==> src/verilog/cmd_status_consts.vh <==
// result codes, field positions and sizing for the command status block
`ifndef CMD_STATUS_CONSTS_VH
`define CMD_STATUS_CONSTS_VH
`define RES_SUCCESS 16'h0000
`define RES_ILLEGAL_CMD 16'h1000
`define RES_HOST_REFUSES 16'h2000
`define RES_HOST_MISSING 16'h3000
`define RES_HW_FAULT 16'h4000
`define RES_ADDR_PROTECT 16'h5000
`define RES_CMD_PROTECT 16'h6000
`define RES_PROGRAM_MODE 16'h7000
`define RES_COMPAT_ZONE 16'h8000
`define RES_NO_BUFFER 16'h9000
`define RES_WAIT_ACK_A 16'ha000
`define RES_DOWNLOAD 16'hb000
`define RES_WAIT_ACK_C 16'hc000
`define RES_UNUSED_D 16'hd000
`define RES_UNUSED_E 16'he000
`define RES_EXT_HIGH 8'hf0
`define NIBBLE_EXT 4'hf
`define EXT_ILLEGAL_FIELD 8'h01
`define EXT_FEW_LEVELS 8'h02
`define EXT_MANY_LEVELS 8'h03
`define EXT_SYM_NOT_FOUND 8'h04
`define EXT_SYM_FORMAT 8'h05
`define EXT_ADDR_UNUSABLE 8'h06
`define EXT_FILE_SIZE 8'h07
`define EXT_TOO_LARGE 8'h09
`define EXT_SIZE_PLUS_ADDR 8'h0a
`define EXT_PRIVILEGE 8'h0b
`define EXT_NO_ACCESS 8'h10
`define EXT_ILLEGAL_TYPE 8'h11
`define EXT_BAD_PARAM 8'h12
`define EXT_TYPE_MISMATCH 8'h17
`define EXT_FILE_OWNED 8'h1a
`define EXT_PROG_OWNED 8'h1b
`define EXT_ELEM_PROTECT 8'h1e
`define EXT_TEMP_PROBLEM 8'h1f
`define RES_NO_CTS 16'hffff
`define RES_TX_TIMEOUT 16'hfffe
`define RES_ACK_TIMEOUT 16'hfff6
`define RES_RSP_TIMEOUT 16'hfff5
`define RES_COUNT_MISMATCH 16'hfff4
`define RES_NAK_RECEIVED 16'hffec
`define RES_NAK_SENT 16'hffeb
`define NET_SERVICE_ADDR 16'haf12
`define STS_HI 7
`define STS_LO 4
`define CMD_IDX_W 4
`define CMD_COUNT 16
`define DB_ADDR_W 16
`define LEN_W 8
`define TX_TIME_NS 1000
`define ACK_TIME_NS 1500
`define RSP_TIME_NS 2000
`define CLK_PERIOD_NS 10
`endif

==> src/verilog/cmd_status.v <==
// command list sequencer and per-command result word memory
`timescale 1ns/1ns
`include "cmd_status_consts.vh"

// Summary of operation
// - remote codes 1,2,3 report as 0x1000, 0x2000, 0x3000.
// - remote codes 5,6,7 report as 0x5000, 0x6000, 0x7000.
// - remote codes 8,9,b report as 0x8000, 0x9000, 0xb000.
// - 0xa000 and 0xc000 both mean wait-ack; 0xd000, 0xe000 unused.
// - extended nibble gives result 0xf0 high byte, extended code low byte.
// - extended codes 0xf001, 0xf002, 0xf003 for field and level faults.
// - extended codes 0xf004, 0xf005, 0xf006 for symbol and address faults.
// - extended codes 0xf007, 0xf009, 0xf00a for size faults.
// - extended codes 0xf00b, 0xf010, 0xf01e for access faults.
// - extended codes 0xf011, 0xf012, 0xf017 for data type faults.
// - extended codes 0xf01a, 0xf01b, 0xf01f for ownership and temporary faults.
// - clear-to-send low at transmit start abandons command with 0xffff.
// - request transmit exceeding allowed time records 0xfffe.
// - missing link ack records 0xfff6; missing response records 0xfff5.
// - reply length differing from requested count on reads, or nonzero on writes, records 0xfff4.
// - nak received records 0xffec; nak sent while awaiting the response records 0xffeb.
// - network transport uses service address 0xaf12 at both ends.
// - writes source database data; reads store into database.
// - commands issue only by stepping through the user command list.
// - each entry's database location is the first database word used.
// - result word holds status in high byte, extended status in low.
// - one result word per list entry, written with that command's result.
module cmd_status (
    // clock and reset
    input wire clk_in,
    input wire reset_n_in,
    // command list side
    input wire list_go_in,
    input wire [`CMD_IDX_W-1:0] list_len_in,
    input wire [`DB_ADDR_W-1:0] entry_db_addr_in,
    input wire [`LEN_W-1:0] entry_count_in,
    input wire entry_is_write_in,
    output reg [`CMD_IDX_W-1:0] entry_idx_out,
    output reg list_busy_out,
    // link engine side
    input wire cts_in,
    output reg req_start_out,
    output reg req_write_out,
    output reg [`LEN_W-1:0] req_count_out,
    output reg [15:0] net_service_out,
    input wire tx_done_in,
    input wire ack_in,
    input wire nak_in,
    input wire rsp_valid_in,
    input wire [7:0] remote_status_code_in,
    input wire [7:0] extended_status_byte_in,
    input wire [`LEN_W-1:0] rsp_len_in,
    input wire nak_sent_in,
    // database side
    output reg db_rd_out,
    output reg db_wr_out,
    output reg [`DB_ADDR_W-1:0] db_addr_out,
    // result memory read port
    input wire [`CMD_IDX_W-1:0] result_idx_in,
    output reg [15:0] result_word_out,
    output reg result_strobe_out
);

    localparam [31:0] TX_CYCLES = `TX_TIME_NS / `CLK_PERIOD_NS;
    localparam [31:0] ACK_CYCLES = `ACK_TIME_NS / `CLK_PERIOD_NS;
    localparam [31:0] RSP_CYCLES = `RSP_TIME_NS / `CLK_PERIOD_NS;

    localparam [5:0] ST_IDLE = 6'h01;
    localparam [5:0] ST_START = 6'h02;
    localparam [5:0] ST_TX = 6'h04;
    localparam [5:0] ST_ACK = 6'h08;
    localparam [5:0] ST_RSP = 6'h10;
    localparam [5:0] ST_DONE = 6'h20;

    // cts is a pin level, so it is synchronised before use
    reg cts_meta;
    reg cts_sync;
    reg [5:0] state;
    reg [31:0] timer;
    reg [15:0] result;
    reg [`CMD_IDX_W-1:0] last_idx;
    reg [`LEN_W-1:0] want_len;
    reg [15:0] result_mem [0:`CMD_COUNT-1];
    integer i;

    // map a remote reply to its result word: status high, extended low
    function [15:0] map_remote;
        input [7:0] sts;
        input [7:0] ext;
        begin
            if (sts[`STS_HI:`STS_LO] == `NIBBLE_EXT) begin
                map_remote = {`RES_EXT_HIGH, ext};
            end else begin
                map_remote = {sts[`STS_HI:`STS_LO], 12'h000};
            end
        end
    endfunction

    // two-stage synchroniser for the modem line
    always @(posedge clk_in or negedge reset_n_in) begin
        if (!reset_n_in) begin
            cts_meta <= 1'b0;
            cts_sync <= 1'b0;
        end else begin
            cts_meta <= cts_in;
            cts_sync <= cts_meta;
        end
    end

    // sequencer: one command at a time, walking the user list
    always @(posedge clk_in or negedge reset_n_in) begin
        if (!reset_n_in) begin
            state <= ST_IDLE;
            timer <= 32'h0;
            result <= 16'h0000;
            entry_idx_out <= {`CMD_IDX_W{1'b0}};
            last_idx <= {`CMD_IDX_W{1'b0}};
            want_len <= {`LEN_W{1'b0}};
            list_busy_out <= 1'b0;
            req_start_out <= 1'b0;
            req_write_out <= 1'b0;
            req_count_out <= {`LEN_W{1'b0}};
            net_service_out <= 16'h0000;
            db_rd_out <= 1'b0;
            db_wr_out <= 1'b0;
            db_addr_out <= {`DB_ADDR_W{1'b0}};
        end else begin
            req_start_out <= 1'b0;
            db_rd_out <= 1'b0;
            db_wr_out <= 1'b0;
            net_service_out <= `NET_SERVICE_ADDR;
            case (state)
                ST_IDLE: begin
                    if (list_go_in) begin
                        entry_idx_out <= {`CMD_IDX_W{1'b0}};
                        last_idx <= list_len_in - 1'b1;
                        list_busy_out <= 1'b1;
                        state <= ST_START;
                    end
                end
                ST_START: begin
                    last_idx <= last_idx;
                    if (!cts_sync) begin
                        result <= `RES_NO_CTS;
                        state <= ST_DONE;
                    end else begin
                        req_start_out <= 1'b1;
                        req_write_out <= entry_is_write_in;
                        req_count_out <= entry_count_in;
                        want_len <= entry_is_write_in ? {`LEN_W{1'b0}} : entry_count_in;
                        db_addr_out <= entry_db_addr_in;
                        db_rd_out <= entry_is_write_in;
                        timer <= TX_CYCLES;
                        state <= ST_TX;
                    end
                end
                ST_TX: begin
                    if (tx_done_in) begin
                        timer <= ACK_CYCLES;
                        state <= ST_ACK;
                    end else if (timer == 32'h0) begin
                        result <= `RES_TX_TIMEOUT;
                        state <= ST_DONE;
                    end else begin
                        timer <= timer - 32'h1;
                    end
                end
                ST_ACK: begin
                    if (nak_in) begin
                        result <= `RES_NAK_RECEIVED;
                        state <= ST_DONE;
                    end else if (ack_in) begin
                        timer <= RSP_CYCLES;
                        state <= ST_RSP;
                    end else if (timer == 32'h0) begin
                        result <= `RES_ACK_TIMEOUT;
                        state <= ST_DONE;
                    end else begin
                        timer <= timer - 32'h1;
                    end
                end
                ST_RSP: begin
                    if (nak_sent_in) begin
                        result <= `RES_NAK_SENT;
                        state <= ST_DONE;
                    end else if (rsp_valid_in) begin
                        if (remote_status_code_in != 8'h00) begin
                            result <= map_remote(remote_status_code_in,
                                extended_status_byte_in);
                        end else if (rsp_len_in != want_len) begin
                            result <= `RES_COUNT_MISMATCH;
                        end else begin
                            result <= `RES_SUCCESS;
                            db_wr_out <= !req_write_out;
                        end
                        state <= ST_DONE;
                    end else if (timer == 32'h0) begin
                        result <= `RES_RSP_TIMEOUT;
                        state <= ST_DONE;
                    end else begin
                        timer <= timer - 32'h1;
                    end
                end
                ST_DONE: begin
                    // the result word is stored this cycle, then move on
                    if (entry_idx_out == last_idx) begin
                        list_busy_out <= 1'b0;
                        state <= ST_IDLE;
                    end else begin
                        entry_idx_out <= entry_idx_out + 1'b1;
                        state <= ST_START;
                    end
                end
                default: begin
                    state <= ST_IDLE;
                end
            endcase
        end
    end

    // result memory: one word per entry, always overwritten
    always @(posedge clk_in or negedge reset_n_in) begin
        if (!reset_n_in) begin
            for (i = 0; i < `CMD_COUNT; i = i + 1) begin
                result_mem[i] <= 16'h0000;
            end
            result_word_out <= 16'h0000;
            result_strobe_out <= 1'b0;
        end else begin
            result_strobe_out <= (state == ST_DONE);
            if (state == ST_DONE) begin
                result_mem[entry_idx_out] <= result;
            end
            result_word_out <= result_mem[result_idx_in];
        end
    end

endmodule

==> config.mk <==
export PLATFORM = sky130hd
export DESIGN_NAME = cmd_status
export DESIGN_NICKNAME = d
export VERILOG_FILES = /design/src/verilog/cmd_status.v
export VERILOG_INCLUDE_DIRS = /design/src /design/src/verilog
export SDC_FILE = /design/constraint.sdc
export NUM_CORES = 1
export LEC_CHECK = 0
export BUFFER_PORTS_ARGS = -buffer_cell sky130_fd_sc_hd__buf_2
export CAP_MARGIN = 20
export CORE_ASPECT_RATIO = 0.9
export CORE_MARGIN = 3
export CORE_UTILIZATION = 40
export DETAILED_ROUTE_END_ITERATION = 6
export MAX_ROUTING_LAYER = met4
export PLACE_DENSITY = 0.54
export SETUP_SLACK_MARGIN = 0.1
export SLEW_MARGIN = 40
export SYNTH_ARGS = -nofsm -noshare
export SYNTH_HDL_FRONTEND = slang
export SYNTH_SLANG_ARGS = --single-unit
==> constraint.sdc <==
create_clock -name clk_in -period 6 [get_ports clk_in]
set_clock_uncertainty 0.1 [all_clocks]
set_input_delay 1.8 -clock clk_in [delete_from_list [all_inputs] [get_ports clk_in]]
set_output_delay 1.8 -clock clk_in [all_outputs]
set_load 0.1 [all_outputs]
==> results of run 1 <==
sequential cells by signal (all words and copies together), names as in the netlist, 6 cells and up:
signal / flops
result_mem: 208
timer: 32
db_addr_out: 16
result: 13
result_word_out: 13
req_count_out: 8
want_len: 8
state: 6
power by group through the flow:
stage	clock, mW	sequential, mW	combinational (mW)
6_report	2.27	2.82	1.89
5_1_grt	2.43	2.88	2.03
4_1_cts	2.34	2.82	1.90
3_5_place_dp	0	2.85	1.90
3_3_place_gp	0	2.85	1.86
2_1_floorplan	0	3.40	0.890
cell usage after synthesis (6+ instances only):
cell / instances
inv_1: 17
o22a_1: 6
nor3_1: 21
nand4_1: 9
mux4_2: 65
a31oi_1: 12
mux2_2: 194
nor4_1: 13
xor2_1: 13
buf_2: 12
clkbuf_1: 47
a21oi_1: 25
nand3_1: 30
buf_1: 7
nand2_1: 135
a21o_1: 11
ha_1: 6
buf_4: 18
o21ai_0: 48
nor2_1: 27
and3_1: 13
dfrtp_1: 320
or3_1: 8
worst max-delay path: cells and delay by family (launching register included):
| kind | cells | cell delay, ns |
|---|---|---|
| multiplexers | 1 | 0.39 |
| AND/OR/NAND/NOR | 5 | 2.60 |
| flip-flops | 1 | 0.43 |
per-layer routing:
| layer | GRT usage [%] | vias up | routed length (microns) |
|---|---|---|---|
| li1 | - | 4396 | - |
| met1 | 26.6 | 4915 | 16800 |
| met2 | 31.4 | 221 | 17800 |
| met3 | 2.93 | 52 | 1530 |
| met4 | 4.38 | 0 | 675 |
| met5 | - | - | 0 |
worst paths after layout:
check	slack (ns)	end	cells after the start
hold / removal	0.26	cts_sync	0
setup reg to reg	2.36	result[3]	6
hold reg to reg	0.26	cts_sync	0
min in group asynchronous	1.04	result_mem[225]	1
max in group asynchronous	3.73	db_addr_out[10]	3
setup / recovery	2.36	result[3]	6
logic make-up (layout without fill, tap and decap cells):
kind of cell	count (synthesis)	count (layout)
AND/OR/NAND/NOR	288	288
multiplexers	260	260
AO/OA/AOI/OAI	147	147
flip-flops	321	321
adder cells (fa/ha/maj)	6	6
XOR/XNOR	17	17
other	2	9
buffers and inverters	104	226
layout by cell type, fill, tap and decap left out, types with 14 or more instances in the layout:
cell type and instances:
clkbuf_16 39, dfrtp_1 320, a21oi_1 25, mux2_2 194, inv_1 16, o21ai_0 48, buf_4 18, buf_2 121
nand2_1 135, nor2_1 27, nand3_1 25, nor3_1 20, clkbuf_8 14, mux4_2 65
metrics by stage:
step                      total power [mW]  instances
after detailed placement              4.75       1686
after floorplan                       4.29       1152
after CTS                             7.06       1750
final                                 6.98       1750
after global routing                  7.34       1750
after global placement                4.72       1683
layout make-up:
class	instances	area (sq um)
multi-input cells	727	6350
inverters	17	63.8
repair buffers	145	865
clock buffers	57	1170
clock inverters	7	67.6
flip-flops and latches	321	8030
well taps	476	596
fillers	3253	19200
==> flow_metrics.env, run 1 <==
export IMPL_cap_violations=0
export IMPL_fin_nets=1321
export IMPL_hp_start="cts_meta"
export IMPL_synth_cells=1145
export IMPL_yosysWarnings=0
export IMPL_fp_dieH_microns=189
export IMPL_arrival_ns=3.94
export IMPL_tns_ns=0
export IMPL_pwr_share_clk_pct=32.5
export IMPL_dieArea_sq_um=39400
export IMPL_ys_top_cells_by_area="dfrtp_1 (54%), mux2_2 (15%), mux4_2 (9.9%), nand2_1 (3.4%), o21ai_0 (1.6%)"
export IMPL_synth_largest_area_cell="dfrtp_1"
export IMPL_yosysTopAreaCellShare_pct=54.1
export IMPL_status="finished, final reports clean"
export IMPL_ctsLongestPathBuffers=3
export IMPL_period_needed_ns=3.64
export IMPL_grt_pass1_vias=9974
export IMPL_synth_top_family_by_area="multiplexers"
export IMPL_slowest_stage="or4_1"
export IMPL_start_util_pct=40.7
export IMPL_power_switching_mw=2.62
export IMPL_drt_iter0_drc=626
export IMPL_synth_fa_ha_area_share_pct=0.507
export IMPL_synth_edf_count=0
export IMPL_synthMuxAreaShare_pct=24.7
export IMPL_cts_resized=0
export IMPL_clock_fmax_ghz=0.275
export IMPL_worst_setup_path_start_kind="flop"
export IMPL_min_path_type="reg -> reg"
export IMPL_critPathCaptureType="flop"
export IMPL_drive_above_1_share_pct=38.2
export IMPL_synth_seq_cells=321
export IMPL_htreeDepth=2
export IMPL_peakVddDrop_uv=714
export IMPL_path_cells="or4_1 -> nor4bb_2 -> nand3_1 -> nor2_1 -> or2_1 -> mux2_2"
export IMPL_finalSetupViolations=0
export IMPL_utilization_pct=47.2
export IMPL_dr_pass1_iters=5
export IMPL_clkLatencyLatePin_ns=0.52
export IMPL_numCtsBuffers=37
export IMPL_vias=9584
export IMPL_startpoint="timer[27]"
export IMPL_viasPerCell=5.48
export IMPL_ys_flop_type="dfrtp_1"
export IMPL_power_density_nw_per_um2=407
export IMPL_cts_setup_buffers=0
export IMPL_async_reset_ff_share_pct=100
export IMPL_wire_per_inst_microns=21.0
export IMPL_hold_buffers=0
export IMPL_wl_microns=36800
export IMPL_die_x_microns=209
export IMPL_detailedPlace_worstSlack_ns=1.98
export IMPL_core_sq_um=36300
export IMPL_synth_simple_area_share_pct=9.55
export IMPL_slew_viol_final=0
export IMPL_swShare_pct=37.6
export IMPL_cts_tree="done"
export IMPL_diodes=0
export IMPL_worstSetupPathType="reg -> reg"
export IMPL_grt_overflow=0
export IMPL_synth_compound_area_share_pct=6.55
export IMPL_gp_congestion=0.800
export IMPL_whs_ns=0.262
export IMPL_cts_root_buf="clkbuf_16"
export IMPL_clk_pin_slew_ns=0.06
export IMPL_cellInternalPower_mw=4.36
export IMPL_hpwl_microns=22900
export IMPL_synth_xor_area_share_pct=1.01
export IMPL_antenna_found_initial=1
export IMPL_fp_row_count=66
export IMPL_critPathMaxStageDelay_ns=0.63
export IMPL_cp_max_fo=14
export IMPL_yosysSeqAreaShare_pct=54.3
export IMPL_mappedNetlistArea_sq_um=14800
export IMPL_synth_cell_types=64
export IMPL_final_hold_viol_count=0
export IMPL_avgSynthCellArea_sq_um=12.9
export IMPL_dpl_cell_area_sq_um=15900
export IMPL_ant_nets=0
export IMPL_rr_startpoint="timer[27]"
export IMPL_period_share_pct=60.7
export IMPL_worstMarginPinSlew_ns=0.797
export IMPL_area_growth_synth_to_final_pct=15.8
export IMPL_final_area_sq_um=17100
export IMPL_grt_first_pass_wirelength_microns=58800
export IMPL_grtUsageTotal_pct=19.5
export IMPL_pin_count=132
export IMPL_relSlewSlack_pct=46.8
export IMPL_cts_sinks=321
export IMPL_drc=0
export IMPL_grt_max_degree=78
export IMPL_pwr_share_comb_pct=27.1
export IMPL_critPathRequiredTime_ns=6.30
export IMPL_numPortBuffers=123
export IMPL_worst_slack_ns=2.36
export IMPL_rsz0062_at_grt="no"
export IMPL_p_leak_nw=8.38
export IMPL_p_seq_share_pct=40.4
Power figures use the tool's default switching activity.
==> inputs of run 2 (changes only) <==
Clock period 6 ns to 3.4 ns, I/O delays scaled along.
==> flow_metrics.env, run 2 (synthesized netlist as in run 1, its figures left out) <==
export IMPL_cp_max_fo=18
export IMPL_cts_tree="done"
export IMPL_numPortBuffers=123
export IMPL_r2r_end="timer[15]"
export IMPL_pin_count=132
export IMPL_rrSetupSlack_ns=0.58
export IMPL_clkLatencyLatePin_ns=0.53
export IMPL_final_hold_viol_count=0
export IMPL_period_share_pct=82.9
export IMPL_viasPerCell=5.45
export IMPL_wl_microns=37100
export IMPL_hpwl_microns=23600
export IMPL_cts_sinks=321
export IMPL_dieArea_sq_um=39400
export IMPL_htreeDepth=2
export IMPL_final_area_sq_um=17300
export IMPL_fp_dieH_microns=189
export IMPL_detailedPlace_worstSlack_ns=0.475
export IMPL_numCtsBuffers=36
export IMPL_regMostFlops="result_mem"
export IMPL_grt_overflow=0
export IMPL_largest_register_ffs=208
export IMPL_period_needed_ns=2.82
export IMPL_rsz0062_at_grt="no"
export IMPL_hold_buffers=0
export IMPL_drive_above_1_share_pct=38.5
export IMPL_grt_pass1_vias=9916
export IMPL_worstMarginPinSlew_ns=0.711
export IMPL_start_util_pct=40.7
export IMPL_ff2ff_path_depth=7
export IMPL_wire_per_inst_microns=20.9
export IMPL_cts_resized=0
export IMPL_crit_family="simple AND/OR/NAND/NOR gates"
export IMPL_arrival_ns=3.12
export IMPL_path_buf_inv=1
export IMPL_dr_pass1_iters=5
export IMPL_critPathMaxStageDelay_ns=0.55
export IMPL_finalSetupViolations=0
export IMPL_grtUsageTotal_pct=19.7
export IMPL_startpoint="state[3]"
export IMPL_finalPower_mw=12.4
export IMPL_final_common_cell="dfrtp_1"
export IMPL_critPathRequiredTime_ns=3.70
export IMPL_diodes=0
export IMPL_drt_iter0_drc=648
export IMPL_ctsLongestPathBuffers=3
export IMPL_dpl_cell_area_sq_um=16000
export IMPL_area_growth_synth_to_final_pct=16.7
export IMPL_grt_max_degree=92
export IMPL_clk_pin_slew_ns=0.06
export IMPL_status="finished, final reports clean"
export IMPL_critPathCaptureType="flop"
export IMPL_cts_root_buf="clkbuf_16"
export IMPL_critPathMostFrequentCell="nor2_1"
export IMPL_power_density_nw_per_um2=716
export IMPL_core_sq_um=36300
export IMPL_top_regs="result_mem: 208 flops, timer: 32 flops, db_addr_out: 16 flops"
export IMPL_whs_ns=0.230
export IMPL_path_cells="or4_4 -> nor2_1 -> o21ai_0 -> nand3_1 -> buf_4 -> nor2_1 -> a311oi_1"
export IMPL_dp_cells=1707
export IMPL_tns_ns=0
export IMPL_cap_violations=0
export IMPL_relSlewSlack_pct=52.2
export IMPL_gp_congestion=0.800
export IMPL_slew_viol_final=0
export IMPL_multi_input_area_sq_um=6300
export IMPL_clock_fmax_ghz=0.355
export IMPL_antenna_found_initial=1
export IMPL_fp_row_count=66
export IMPL_ant_nets=0
export IMPL_die_x_microns=209
export IMPL_peakVddDrop_uv=1060
export IMPL_final_cell_mix="dfrtp_1 (320), mux2_2 (194), nand2_1 (135)"
export IMPL_vias=9655
export IMPL_grt_first_pass_wirelength_microns=59500
export IMPL_p_leak_nw=8.47
export IMPL_worst_slack_ns=0.580
export IMPL_drc=0
export IMPL_final_cells=1771
export IMPL_seqCellArea_sq_um=8030
export IMPL_fin_nets=1342
export IMPL_nFillCells=3259
export IMPL_min_path_type="in -> async"
export IMPL_worst_setup_path_start_kind="flop"
export IMPL_utilization_pct=47.5
export IMPL_worstSetupPathType="reg -> reg"
export IMPL_cts_setup_buffers=0
export IMPL_slowest_stage="or4_4"
export IMPL_rr_startpoint="state[3]"
[run 2: how the worst max path moves through the flow]
stage | to | slack (ns) | depth (start not counted)
global route | result[5] | 0.37 | 7
finish | timer[15] | 0.58 | 7
global placement | result[12] | 0.48 | 7
floorplan | result_word_out[0] | 0.33 | 4
CTS | timer[15] | 0.58 | 7
detailed placement | result[14] | 0.47 | 7
[run 2: power breakdown]
| part | switching (mW) | internal (mW) | leakage, nW |
|---|---|---|---|
| registers | 0.637 | 4.35 | 4.32 |
| clock network | 1.56 | 2.42 | 0.600 |
| logic | 2.46 | 0.931 | 3.56 |
[run 2: metal layers]
metal	vias to the layer above	track usage, %	routed length (microns)
li1	4430	-	-
met1	4980	27.2	17000
met2	192	31.4	18000
met3	53	2.98	1430
met4	0	4.28	620
met5	-	-	0
[run 2: cell type report]
cell class | instances | area share [%]
multi-input combinational | 727 | 36.5
inverter | 17 | 0.370
timing repair buffer | 167 | 6.10
sequential | 321 | 46.5
clock inverter | 11 | 0.833
tap | 476 | 3.45
clock buffer | 52 | 6.21
[run 2: worst reg2reg max path, cell delays in order, from the launching register on]
cell	delay [ns]
dfrtp_1	0.49
or4_4	0.56
nor2_1	0.41
o21ai_0	0.33
nand3_1	0.16
buf_4	0.25
nor2_1	0.15
a311oi_1	0.26
